==> src/rtl/tcap_pkg.sv <==
// Purpose: shared constants for the type-c attach and phy gating block
// Assumes: single core clock, straps sampled continuously
// Notes: arrangement codes are one-hot
package tcap_pkg;
    localparam int TCAP_ATTACH_W = 3;
    localparam int TCAP_SYNC_STAGES = 2;
    localparam logic [2:0] TCAP_ATTACH_RST = 3'h0;
    localparam logic TCAP_LANE_RST = 1'b0;
    localparam int TCAP_LANE_A_BIT = 0;
    localparam int TCAP_LANE_B_BIT = 1;
    localparam logic [1:0] TCAP_LANES_OFF = 2'h0;
    typedef enum logic [2:0] {
        TCAP_ARR_EXT = 3'h1,
        TCAP_ARR_MODE1 = 3'h2,
        TCAP_ARR_MODE2 = 3'h4
    } tcap_arr_e;
endpackage

==> src/rtl/tcap_sync.sv <==
// Purpose: two-stage level synchroniser for pin inputs
// Assumes: inputs are slow levels from outside the clock domain
// Notes: first stage feeds only the second
`timescale 1ns/100ps
module tcap_sync #(
    parameter int W = 1
) (
    input wire logic clk, // core clock
    input wire logic rst_b, // async reset, active low
    input wire logic [W-1:0] d, // raw pin levels
    output logic [W-1:0] q // synchronised levels
);
    logic [W-1:0] meta_reg;

    always_ff @(posedge clk or negedge rst_b) begin
        if (!rst_b) begin
            meta_reg <= '0;
            q <= '0;
        end else begin
            meta_reg <= d;
            q <= meta_reg;
        end
    end
endmodule

==> src/rtl/tcap_phy_gate.sv <==
// Purpose: turn type-c attach and orientation pins into phy enables and clock gate
// Assumes: external port controller drives attach and orientation levels
// Notes: all pins synchronised before use; outputs registered
//
// Overview of operation
// - three arrangements: external, mode 1, mode 2
// - external mux: any attach enables phy clock
// - polarity strap sets active level of inputs
// - mode select low or open picks mode 1
// - mode 1 decodes attach bit 0 with orientation
// - internal modes enable only matching phy lane
// - mode select high uses lane a/b pins
`timescale 1ns/100ps
module tcap_phy_gate (
    input wire logic clk, // core clock, 100 MHz
    input wire logic rst_b, // async reset, active low
    input wire logic ext_mux_sel, // strap, high selects external multiplexer arrangement
    input wire logic internal_mux_mode_sel, // strap, high selects mode 2
    input wire logic attach_polarity_sel, // strap, high means inputs are active high
    input wire logic [2:0] attach_detect_in, // attach indications from port controller
    input wire logic orientation_in, // plug orientation, mode 1
    input wire logic attach_lane_a_in, // attach on lane a, mode 2
    input wire logic attach_lane_b_in, // attach on lane b, mode 2
    output logic phy_clk_en, // phy clock enable, external arrangement
    output logic [1:0] phy_lane_en, // per-lane phy enable, internal arrangements
    output logic attached, // valid attach seen
    output logic [2:0] arrangement // active arrangement, one-hot
);
    import tcap_pkg::*;

    // ==========================================================
    // input synchronisation
    logic [7:0] raw_pins;
    logic [7:0] sync_pins;
    logic ext_s, mode_s, pol_s, orient_s, lane_a_s, lane_b_s;
    logic [2:0] att_s;

    assign raw_pins = {ext_mux_sel, internal_mux_mode_sel, attach_polarity_sel,
                       attach_detect_in, orientation_in, attach_lane_a_in};

    tcap_sync #(.W(8)) u_sync (
        .clk(clk),
        .rst_b(rst_b),
        .d(raw_pins),
        .q(sync_pins)
    );

    logic lane_b_meta_reg, lane_b_sync_reg;
    always_ff @(posedge clk or negedge rst_b) begin
        if (!rst_b) begin
            lane_b_meta_reg <= TCAP_LANE_RST;
            lane_b_sync_reg <= TCAP_LANE_RST;
        end else begin
            lane_b_meta_reg <= attach_lane_b_in;
            lane_b_sync_reg <= lane_b_meta_reg;
        end
    end

    assign ext_s = sync_pins[7];
    assign mode_s = sync_pins[6];
    assign pol_s = sync_pins[5];
    assign att_s = sync_pins[4:2];
    assign orient_s = sync_pins[1];
    assign lane_a_s = sync_pins[0];
    assign lane_b_s = lane_b_sync_reg;

    // ==========================================================
    // sync pipeline fill
    // sync stages clear to 0, which reads as asserted with active-low pins;
    // hold outputs at reset until real pin levels reach the last stage
    logic [TCAP_SYNC_STAGES-1:0] fill_reg;
    logic pins_valid;

    always_ff @(posedge clk or negedge rst_b) begin
        if (!rst_b) begin
            fill_reg <= '0;
        end else begin
            fill_reg <= {fill_reg[TCAP_SYNC_STAGES-2:0], 1'b1};
        end
    end

    assign pins_valid = fill_reg[TCAP_SYNC_STAGES-1];

    // ==========================================================
    // polarity and arrangement decode
    logic [2:0] att_n;
    logic orient_n, lane_a_n, lane_b_n;
    tcap_arr_e arr_next;

    // strap low means pins are active low, so invert
    assign att_n = pol_s ? att_s : ~att_s;
    assign orient_n = pol_s ? orient_s : ~orient_s;
    assign lane_a_n = pol_s ? lane_a_s : ~lane_a_s;
    assign lane_b_n = pol_s ? lane_b_s : ~lane_b_s;

    always_comb begin
        if (ext_s) begin
            arr_next = TCAP_ARR_EXT;
        end else if (mode_s) begin
            arr_next = TCAP_ARR_MODE2;
        end else begin
            arr_next = TCAP_ARR_MODE1;
        end
    end

    // ==========================================================
    // enable decisions
    logic clk_en_next, attached_next;
    logic [1:0] lane_next;

    always_comb begin
        clk_en_next = 1'b0;
        lane_next = TCAP_LANES_OFF;
        attached_next = 1'b0;
        case (arr_next)
            TCAP_ARR_EXT: begin
                attached_next = |att_n;
                clk_en_next = attached_next;
            end
            TCAP_ARR_MODE1: begin
                attached_next = att_n[0];
                // orientation picks the lane; other lane stays off
                lane_next[TCAP_LANE_A_BIT] = att_n[0] & ~orient_n;
                lane_next[TCAP_LANE_B_BIT] = att_n[0] & orient_n;
            end
            TCAP_ARR_MODE2: begin
                // both lanes asserted is ambiguous: favour lane a
                lane_next[TCAP_LANE_A_BIT] = lane_a_n;
                lane_next[TCAP_LANE_B_BIT] = lane_b_n & ~lane_a_n;
                attached_next = lane_a_n | lane_b_n;
            end
            default: begin
                attached_next = 1'b0;
            end
        endcase
    end

    always_ff @(posedge clk or negedge rst_b) begin
        if (!rst_b) begin
            phy_clk_en <= 1'b0;
            phy_lane_en <= TCAP_LANES_OFF;
            attached <= 1'b0;
            arrangement <= TCAP_ATTACH_RST;
        end else if (pins_valid) begin
            phy_clk_en <= clk_en_next;
            phy_lane_en <= lane_next;
            attached <= attached_next;
            arrangement <= arr_next;
        end
    end
endmodule

==> config.mk <==
export PLATFORM = sky130hd
export DESIGN_NAME = tcap_phy_gate
export DESIGN_NICKNAME = d
export VERILOG_FILES = /design/src/rtl/tcap_pkg.sv /design/src/rtl/tcap_sync.sv /design/src/rtl/tcap_phy_gate.sv
export SDC_FILE = /design/constraint.sdc
export NUM_CORES = 1
export LEC_CHECK = 0
export ABC_AREA = 1
export BUFFER_PORTS_ARGS = -buffer_cell sky130_fd_sc_hd__buf_2
export CAP_MARGIN = 10
export CORE_ASPECT_RATIO = 0.5
export CORE_MARGIN = 4
export CORE_UTILIZATION = 29
export CTS_CLUSTER_SIZE = 40
export DETAILED_ROUTE_END_ITERATION = 6
export PLACE_DENSITY_LB_ADDON = 0.25
export SLEW_MARGIN = 0
export SYNTH_ARGS = -nofsm -noshare
export SYNTH_HDL_FRONTEND = slang
export SYNTH_SLANG_ARGS = --single-unit
==> constraint.sdc <==
create_clock -name clk -period 1.8 [get_ports clk]
set_input_delay 0 -clock clk [delete_from_list [all_inputs] [get_ports clk]]
set_output_delay 0 -clock clk [all_outputs]
set_load 0.01 [all_outputs]
==> results of run 1 <==
-- metrics by stage --
step	power (µW)	std cells	area, µm²	setup slack (ns)	hold WS, ns
floorplan	718	82	912	0.832	-0.296
global placement	761	138	1040	0.732	0.0314
detailed placement	763	138	1040	0.720	0.0299
CTS	1130	152	1190	0.702	0.260
global route	1180	152	1190	0.568	0.323
finish	1120	152	1190	0.719	0.254
-- worst max-delay path, cell delays in order, from the launching register on --
cell and delay (ns):
dfrtp_1 0.46, nor2_1 0.16, nand2_1 0.08, nand3_1 0.08, nand2_1 0.06, nor2_1 0.10, nor2_1 0.04
-- area by class of cell --
type	instances	area [µm²]	share of cell area
tap	40	50.0	0.0422
inverter	7	26.3	0.0222
clock buffer	3	41.3	0.0348
clock inverter	1	8.76	0.00738
sequential	27	676	0.570
multi-input combinational	47	199	0.168
timing repair buffer	27	185	0.156
-- path summary, 6_finish.rpt --
check / from / to / slack, ns / depth (start not counted)
max in group asynchronous: rst_b / phy_lane_en[1] / 1.17 / 2
min reg2reg: u_sync.meta_reg[1] / u_sync.q[1] / 0.35 / 0
min in group clk: orientation_in / u_sync.meta_reg[1] / 0.35 / 2
max reg2reg: u_sync.q[5] / attached / 0.72 / 6
max: u_sync.q[5] / attached / 0.72 / 6
min: rst_b / u_sync.meta_reg[4] / 0.25 / 2
-- cell families after synthesis --
logic type	count (synthesis)
xor gates and xnor gates	1
other	1
buffers and inverters	8
AOI/OAI and AO/OA	2
and+or+nand+nor	43
DFF	27
-- cells in the final DEF (no fill, tap or decap) --
cell,synthesis,final
nand2_1,27,27
conb_1,1,1
dfrtp_1,27,27
nor2_1,8,8
dlygate4sd3_1,0,10
xnor2_1,1,1
inv_1,5,5
nand4_1,1,1
o21ai_1,1,1
clkbuf_8,0,3
nand3_1,6,6
inv_2,2,2
nor2_2,1,1
buf_2,0,17
o21a_1,1,1
inv_6,0,1
-- metal layers --
layer	GRT usage	wire, µm
met3	0.0395	100
met2	0.112	581
met1	0.111	747
met5	0	0
met4	0.0183	0
-- power by group through the flow --
stage / logic (µW) / registers (µW) / clock network (µW)
after floorplan: 39.8 / 678 / 0
after global placement: 86.4 / 674 / 0
after detailed placement: 87.2 / 676 / 0
after CTS: 104 / 664 / 366
after global routing: 119 / 668 / 391
final: 101 / 663 / 353
==> impl_metrics.toml, run 1 <==
[outcome]
outcome = "completed"

[worst_setup_path]
critical_path_class = "flip-flop to flip-flop"
required_ns = 1.97
cp-start-kind = "flip-flop"
worstPathMaxFanout = 6
crit_arrival_ns = 1.25
endpoint_kind = "flip-flop"

[die]
start_util = 0.303
die-area_um2 = 4160
row_count = 14
fp.dieW_um = 87.3
ios = 18
core_um2 = 3010
die_h_um = 47.7

[cts]
cts_setup_buffers = 0
htreeDepth = 1
clkTransAtPathRegs_ns = 0.09
root_buffer = "clkbuf_8"
cts_tree = "built"
clk_latency_ns = 0.27
clockBufferDepth = 2
cts_resized = 0
hold_buffers = 10
cts_buffers = 3
cts.sinks = 27

[sta]
rsz0062_at_grt = "no"
hold_viol = 0
finalCritPeriodShare = 0.600
setup_violations = 0
timing.fmax_mhz = 925
maxSlewViolCount = 0
worst_pin_slew_ns = 0.574
slew_headroom = 0.617
period_needed_ns = 1.08
tns_ns = 0
clock_skew_ns = 0.00261

[synth]
seq_area_frac_synth = 0.741
synth_mux_area_frac = 0
synthFlopType = "dfrtp_1"
synth_compound_area_frac = 0.0137
syn_area_um2 = 912
yosys-top-cells-area = "dfrtp_1 (74%), nand2_1 (11%), nand3_1 (3.3%)"
synth_fa_ha_area_frac = 0
synthesis.instances = 82
ys_ff_latch = 27
avgSynthCellArea_um2 = 11.1
synthArstFlopShare = 1.00
synth_common_cells = "dfrtp_1 (27), nand2_1 (27), nor2_1 (8), nand3_1 (6), inv_1 (5)"
synth_top_family_by_area = "simple AND/OR/NAND/NOR gates"
synth-simple-area-share = 0.191
synth_edf_count = 0
synth_cell_types = 13
synth_nets = 93
yosysWarnings = 0
yosysTopAreaCell = "dfrtp_1"
synthXorXnorAreaFrac = 0.00960
synth_top_area_share = 0.741

[power]
power.net_switching_uw = 264
pwr-share-clk = 0.316
powerDensity_nw_per_um2 = 942
ir_drop_mv = 0.479
power_frac_seq = 0.593
p_leak_uw = 0.000606
swShare = 0.236
intPower_uw = 853
p_comb_frac = 0.091

[drt]
num_vias = 586
via_per_inst = 3.86
first_pass_iters = 4
wire_per_inst_um = 9.41
detail-route-antenna-nets = 0
wirelength_um = 1430
drtIter0Drc = 65
drc = 0

[final_layout]
synthToLayoutAreaGrowth_pct = 30.0
insertedDiodeCount = 0
n_fill_cell = 312
layout-drive-gt1-share = 0.214
final_util = 0.394
nets = 124

[grt]
grt_pass1_wl_um = 2470
grt_max_degree = 28
grt.total_usage = 0.0801
grt_pass1_vias = 560
gr-total-overflow = 0
antenna_found_initial = 0

[run]
max-cap-violations = 0

[placement]
place_congestion = 0.830
hpwl_um = 1040
portBuffers = 17

[min_path]
hp-class = "primary input to async pin"
(Power assumes the default switching activity.)
==> inputs of run 2 (changes only) <==
--- a/config.mk
+++ b/config.mk
@@ -5,7 +5,7 @@
 export SDC_FILE = /design/constraint.sdc
 export NUM_CORES = 1
 export LEC_CHECK = 0
-export ABC_AREA = 1
+export ABC_AREA = 0
 export BUFFER_PORTS_ARGS = -buffer_cell sky130_fd_sc_hd__buf_2
 export CAP_MARGIN = 10
 export CORE_ASPECT_RATIO = 0.5
==> constraint.sdc (replaced) <==
create_clock -name clk -period 1 [get_ports clk]
set_input_delay 0 -clock clk [delete_from_list [all_inputs] [get_ports clk]]
set_output_delay 0 -clock clk [all_outputs]
set_load 0.01 [all_outputs]
==> impl_metrics.toml, run 2 <==
[placement]
place_area_um2 = 1120
place_congestion = 0.727
post-place-ws_ns = -0.275
portBuffers = 17
hpwl_um = 1160

[drt]
wirelength_um = 1610
drc = 0
via_per_inst = 4.22
first_pass_iters = 3
num_vias = 599
drtIter0Drc = 22
detail-route-antenna-nets = 0
wire_per_inst_um = 11.3

[synth]
synth_top_family_by_area = "simple AND/OR/NAND/NOR gates"
synth_cell_types = 27
synthFlopType = "dfrtp_1"
synthArstFlopShare = 1.00
synthesis.instances = 65
yosysTopAreaCell = "dfrtp_1"
synth_mux_area_frac = 0.0226
ys_ff_latch = 27
synth_most_common_cell = "dfrtp_1"
yosysWarnings = 0
seq_area_frac_synth = 0.718
synth_common_cells = "dfrtp_1 (27), inv_1 (4), nand2_1 (3), nand3b_1 (3), xnor2_1 (3)"
synthXorXnorAreaFrac = 0.0372
syn_area_um2 = 941
synth_edf_count = 0
synth_fa_ha_area_frac = 0
synth_compound_area_frac = 0.0745
yosys-top-cells-area = "dfrtp_1 (72%), xnor2_1 (2.8%), nand3b_1 (2.4%)"
synth_nets = 76
avgSynthCellArea_um2 = 14.5
synth-simple-area-share = 0.117
synth_top_area_share = 0.718

[final_layout]
mostFrequentLayoutCell = "dfrtp_1"
synthToLayoutAreaGrowth_pct = 40.0
insertedDiodeCount = 0
n_fill_cell = 301
nets = 114
layout-drive-gt1-share = 0.353
final_cell_mix = "dfrtp_1 (27), buf_2 (17), dlygate4sd3_1 (10)"
design_area_um2 = 1320

[power]
powerDensity_nw_per_um2 = 1550
ir_drop_mv = 0.476
p_leak_uw = 0.000603

[sta]
timing.fmax_mhz = 788
hold_viol = 0
finalCritPeriodShare = 1.27
setup_violations = 4
clock_skew_ns = 0.00345
setup_ws_ns = -0.269
worst_pin_slew_ns = 0.562
maxSlewViolCount = 0
slew_headroom = 0.625
tns_ns = -0.885
rsz0062_at_grt = "yes"
period_needed_ns = 1.27

[cts]
cts.sinks = 27
clockBufferDepth = 2
clkTransAtPathRegs_ns = 0.09
cts_buffers = 3
cts_tree = "built"
clk_latency_ns = 0.27
root_buffer = "clkbuf_8"
htreeDepth = 1

[outcome]
outcome = "finished with violations"
violations = "setup timing"

[run]
max-cap-violations = 0

[worst_setup_path]
worstPathMaxFanout = 4
r2r-end = "phy_lane_en[1]"
reg2reg_slack_ns = -0.27
rr_worst_depth = 3
critical_path_class = "flip-flop to flip-flop"
rr_startpoint = "lane_b_s"
crit_arrival_ns = 1.45
cp-start-kind = "flip-flop"
endpoint_kind = "flip-flop"
required_ns = 1.18

[die]
die_h_um = 48.3
core_um2 = 3050
die-area_um2 = 4270
fp.dieW_um = 88.6
row_count = 14
ios = 18
start_util = 0.309

[grt]
grt_pass1_wl_um = 2480
gr-total-overflow = 0
grt_pass1_vias = 556
grt.total_usage = 0.0788
grt_max_degree = 28
antenna_found_initial = 0

[min_path]
hp-class = "primary input to async pin"
==> run 2: cell count changes after synthesis, sizes merged, moves of 2 or more <==
cell,before,now
xnor2,1,3
and3,0,2
or3b,0,2
nand2,27,3
nand3b,0,3
nor2,9,0
inv,7,4
nor3,0,2
nand3,6,0
==> run 2: critical path, stage by stage (launching register included) <==
cell and delay, ns:
dfrtp_1 0.41, or3b_1 0.37, and3_4 0.17, o32ai_2 0.23
==> run 2: power by group <==
group	internal, µW	total (µW)	switching [µW]
clock	282	599	317
sequential	1160	1200	37.8
combinational	139	249	111
==> run 2: timing repair <==
item,CTS,global route
setup buffers,0,1
gates resized for setup,1,6
pin swaps,1,2
hold buffers,10,0
endpoints found under the setup margin,4,5
endpoints found under the hold margin,36,0
==> run 2: routing by layer <==
metal  routed length [µm]  track usage
met2                  766        0.131
met5                    0            0
met4                    8       0.0271
met1                  702       0.0934
met3                  133       0.0371
==> run 2: worst max path at each step <==
stage                startpoint             end  depth (start not counted)
finish                 lane_b_s  phy_lane_en[1]                          3
global route        u_sync.q[0]  phy_lane_en[0]                          4
global placement    u_sync.q[5]  phy_lane_en[1]                          3
floorplan           u_sync.q[0]  phy_lane_en[1]                          3
CTS                    lane_b_s  phy_lane_en[1]                          3
detailed placement  u_sync.q[5]  phy_lane_en[1]                          3
==> run 2: cell families after synthesis <==
family	count (synthesis)
compound gates	9
xor+xnor	4
buf+inv	6
flops	27
mux	2
other cells	1
simple gates	16
==> run 2: cell type report <==
| class | instances | area (µm²) | area share |
|---|---|---|---|
| clock buffers | 3 | 41.3 | 0.0313 |
| clock inverters | 1 | 7.51 | 0.00570 |
| inverters | 4 | 15.0 | 0.0114 |
| multi-input cells | 32 | 275 | 0.209 |
| flip-flops and latches | 27 | 676 | 0.513 |
| well taps | 40 | 50.0 | 0.0380 |
| repair buffers | 35 | 253 | 0.192 |
==> run 2: through the flow <==
stage	utilization	total power, µW	hold WS [ns]	std cells
5_1_grt	0.432	2150	0.314	142
3_3_place_gp	0.367	1410	0.0208	127
6_report	0.432	2040	0.252	142
2_1_floorplan	-	1310	-0.296	65
3_5_place_dp	0.367	1420	0.0313	127
4_1_cts	0.417	2050	0.275	141
==> inputs of run 3 (changes only) <==
--- a/config.mk
+++ b/config.mk
@@ -6,13 +6,15 @@
 export NUM_CORES = 1
 export LEC_CHECK = 0
 export ABC_AREA = 0
-export BUFFER_PORTS_ARGS = -buffer_cell sky130_fd_sc_hd__buf_2
+export BUFFER_PORTS_ARGS = -buffer_cell sky130_fd_sc_hd__buf_4
 export CAP_MARGIN = 10
 export CORE_ASPECT_RATIO = 0.5
 export CORE_MARGIN = 4
 export CORE_UTILIZATION = 29
 export CTS_CLUSTER_SIZE = 40
 export DETAILED_ROUTE_END_ITERATION = 6
+export GPL_TIMING_DRIVEN = 1
+export HOLD_SLACK_MARGIN = 0.15
 export PLACE_DENSITY_LB_ADDON = 0.25
 export SLEW_MARGIN = 0
 export SYNTH_ARGS = -nofsm -noshare
==> impl_metrics.toml, run 3 (same netlist as run 2, synthesis figures left out) <==
[outcome]
outcome = "finished with violations"
violations = "setup timing"

[final_layout]
regArea_um2 = 676
layout-drive-gt1-share = 0.333
stdcell_count = 142
final_util = 0.437
n_fill_cell = 290
nets = 114
synthToLayoutAreaGrowth_pct = 41.6
final_cell_mix = "dfrtp_1 (27), buf_4 (24), dlygate4sd3_1 (10)"
mostFrequentLayoutCell = "dfrtp_1"
multi_input_area_um2 = 251
insertedDiodeCount = 0

[drt]
wire_per_inst_um = 11.8
first_pass_iters = 4
via_per_inst = 4.16
detail-route-antenna-nets = 0
num_vias = 591
drtIter0Drc = 46
drc = 0
wirelength_um = 1670

[sta]
tns_ns = -0.829
period_needed_ns = 1.28
finalCritPeriodShare = 1.28
timing.fmax_mhz = 783
maxSlewViolCount = 0
hold_viol = 0
setup_ws_ns = -0.277
clock_skew_ns = 0.00323
rsz0062_at_grt = "yes"
setup_violations = 4
whs_ns = 0.163

[placement]
dp_cells = 127
portBuffers = 17
place_congestion = 0.731
hpwl_um = 1160

[cts]
cts.sinks = 27
clockBufferDepth = 2
cts_tree = "built"
root_buffer = "clkbuf_8"
htreeDepth = 1
cts_buffers = 3
clk_latency_ns = 0.27
clkTransAtPathRegs_ns = 0.09

[grt]
gr-total-overflow = 0
antenna_found_initial = 0
grt_pass1_vias = 612
grt_max_degree = 28
grt.total_usage = 0.0903
grt_pass1_wl_um = 2840

[power]
p_leak_uw = 0.000602
powerDensity_nw_per_um2 = 1550
ir_drop_mv = 0.545

[worst_setup_path]
rr_startpoint = "lane_b_s"
required_ns = 1.18
endpoint_kind = "flip-flop"
reg2reg_slack_ns = -0.28
critical_path_class = "flip-flop to flip-flop"
worstPathMaxFanout = 4
cp-start-kind = "flip-flop"
rr_worst_depth = 3
r2r-end = "phy_lane_en[1]"
crit_arrival_ns = 1.46
crit_slowest_cell = "dfrtp_1"
critical_path.max_stage_delay_ns = 0.41
path_cells = "or3b_1 > and3_4 > o32ai_2"

[die]
core_um2 = 3050
start_util = 0.309
row_count = 14
die-area_um2 = 4270
die_h_um = 48.3
fp.dieW_um = 88.6
ios = 18

[run]
max-cap-violations = 0

[min_path]
hp-class = "primary input to async pin"
## run 3: cell counts in the layout (fill, tap and decap cells not counted)
No cell type changed its count.
## run 3: area by class of cell
cell class	count	share of cell area
flip-flops and latches	27	0.507
repair buffers	35	0.219
multi-input cells	32	0.189
well taps	40	0.0376
clock buffers	3	0.0310
inverters	4	0.0113
clock inverters	1	0.00563
## run 3: worst max-delay path by stage
stage                endpoint        start
6_report       phy_lane_en[1]     lane_b_s
5_1_grt        phy_lane_en[1]  u_sync.q[5]
4_1_cts        phy_lane_en[1]  u_sync.q[5]
3_5_place_dp   phy_lane_en[1]  u_sync.q[5]
3_3_place_gp   phy_lane_en[1]  u_sync.q[5]
2_1_floorplan  phy_lane_en[1]  u_sync.q[0]
## run 3: metrics by stage
step | setup slack [ns] | cell area, µm² | power [µW]
after detailed placement | -0.316 | 1160 | 1440
after CTS | -0.290 | 1320 | 2100
final | -0.277 | 1330 | 2070
after global routing | -0.337 | 1330 | 2180
after floorplan | -0.204 | 946 | 1310
after global placement | -0.242 | 1160 | 1430
## run 3: repair_timing
| item | in CTS | in global routing |
|---|---|---|
| resized for setup | 1 | 2 |
| setup endpoints to repair | 4 | 5 |
| hold buffers | 10 | 0 |
| buffers inserted | 1 | 0 |
| hold endpoints to repair | 36 | 0 |
| pin swaps | 2 | 0 |
## run 3: metal layers
metal	vias up	wire length (µm)	GRT usage
li1	298	-	-
met1	276	754	0.115
met2	15	805	0.150
met3	2	100	0.0371
met4	0	9	0.0181
met5	-	0	0
## run 3: report_power, final
part	internal (µW)	switching [µW]	total [µW]
registers	1160	39.4	1200
clock network	282	327	609
logic	154	108	262
## run 3: critical path, delay by kind of cell (launching register included)
kind / cells / cell delay (ns)
DFF: 1 / 0.41
AOI/OAI and AO/OA: 1 / 0.23
and+or+nand+nor: 2 / 0.55
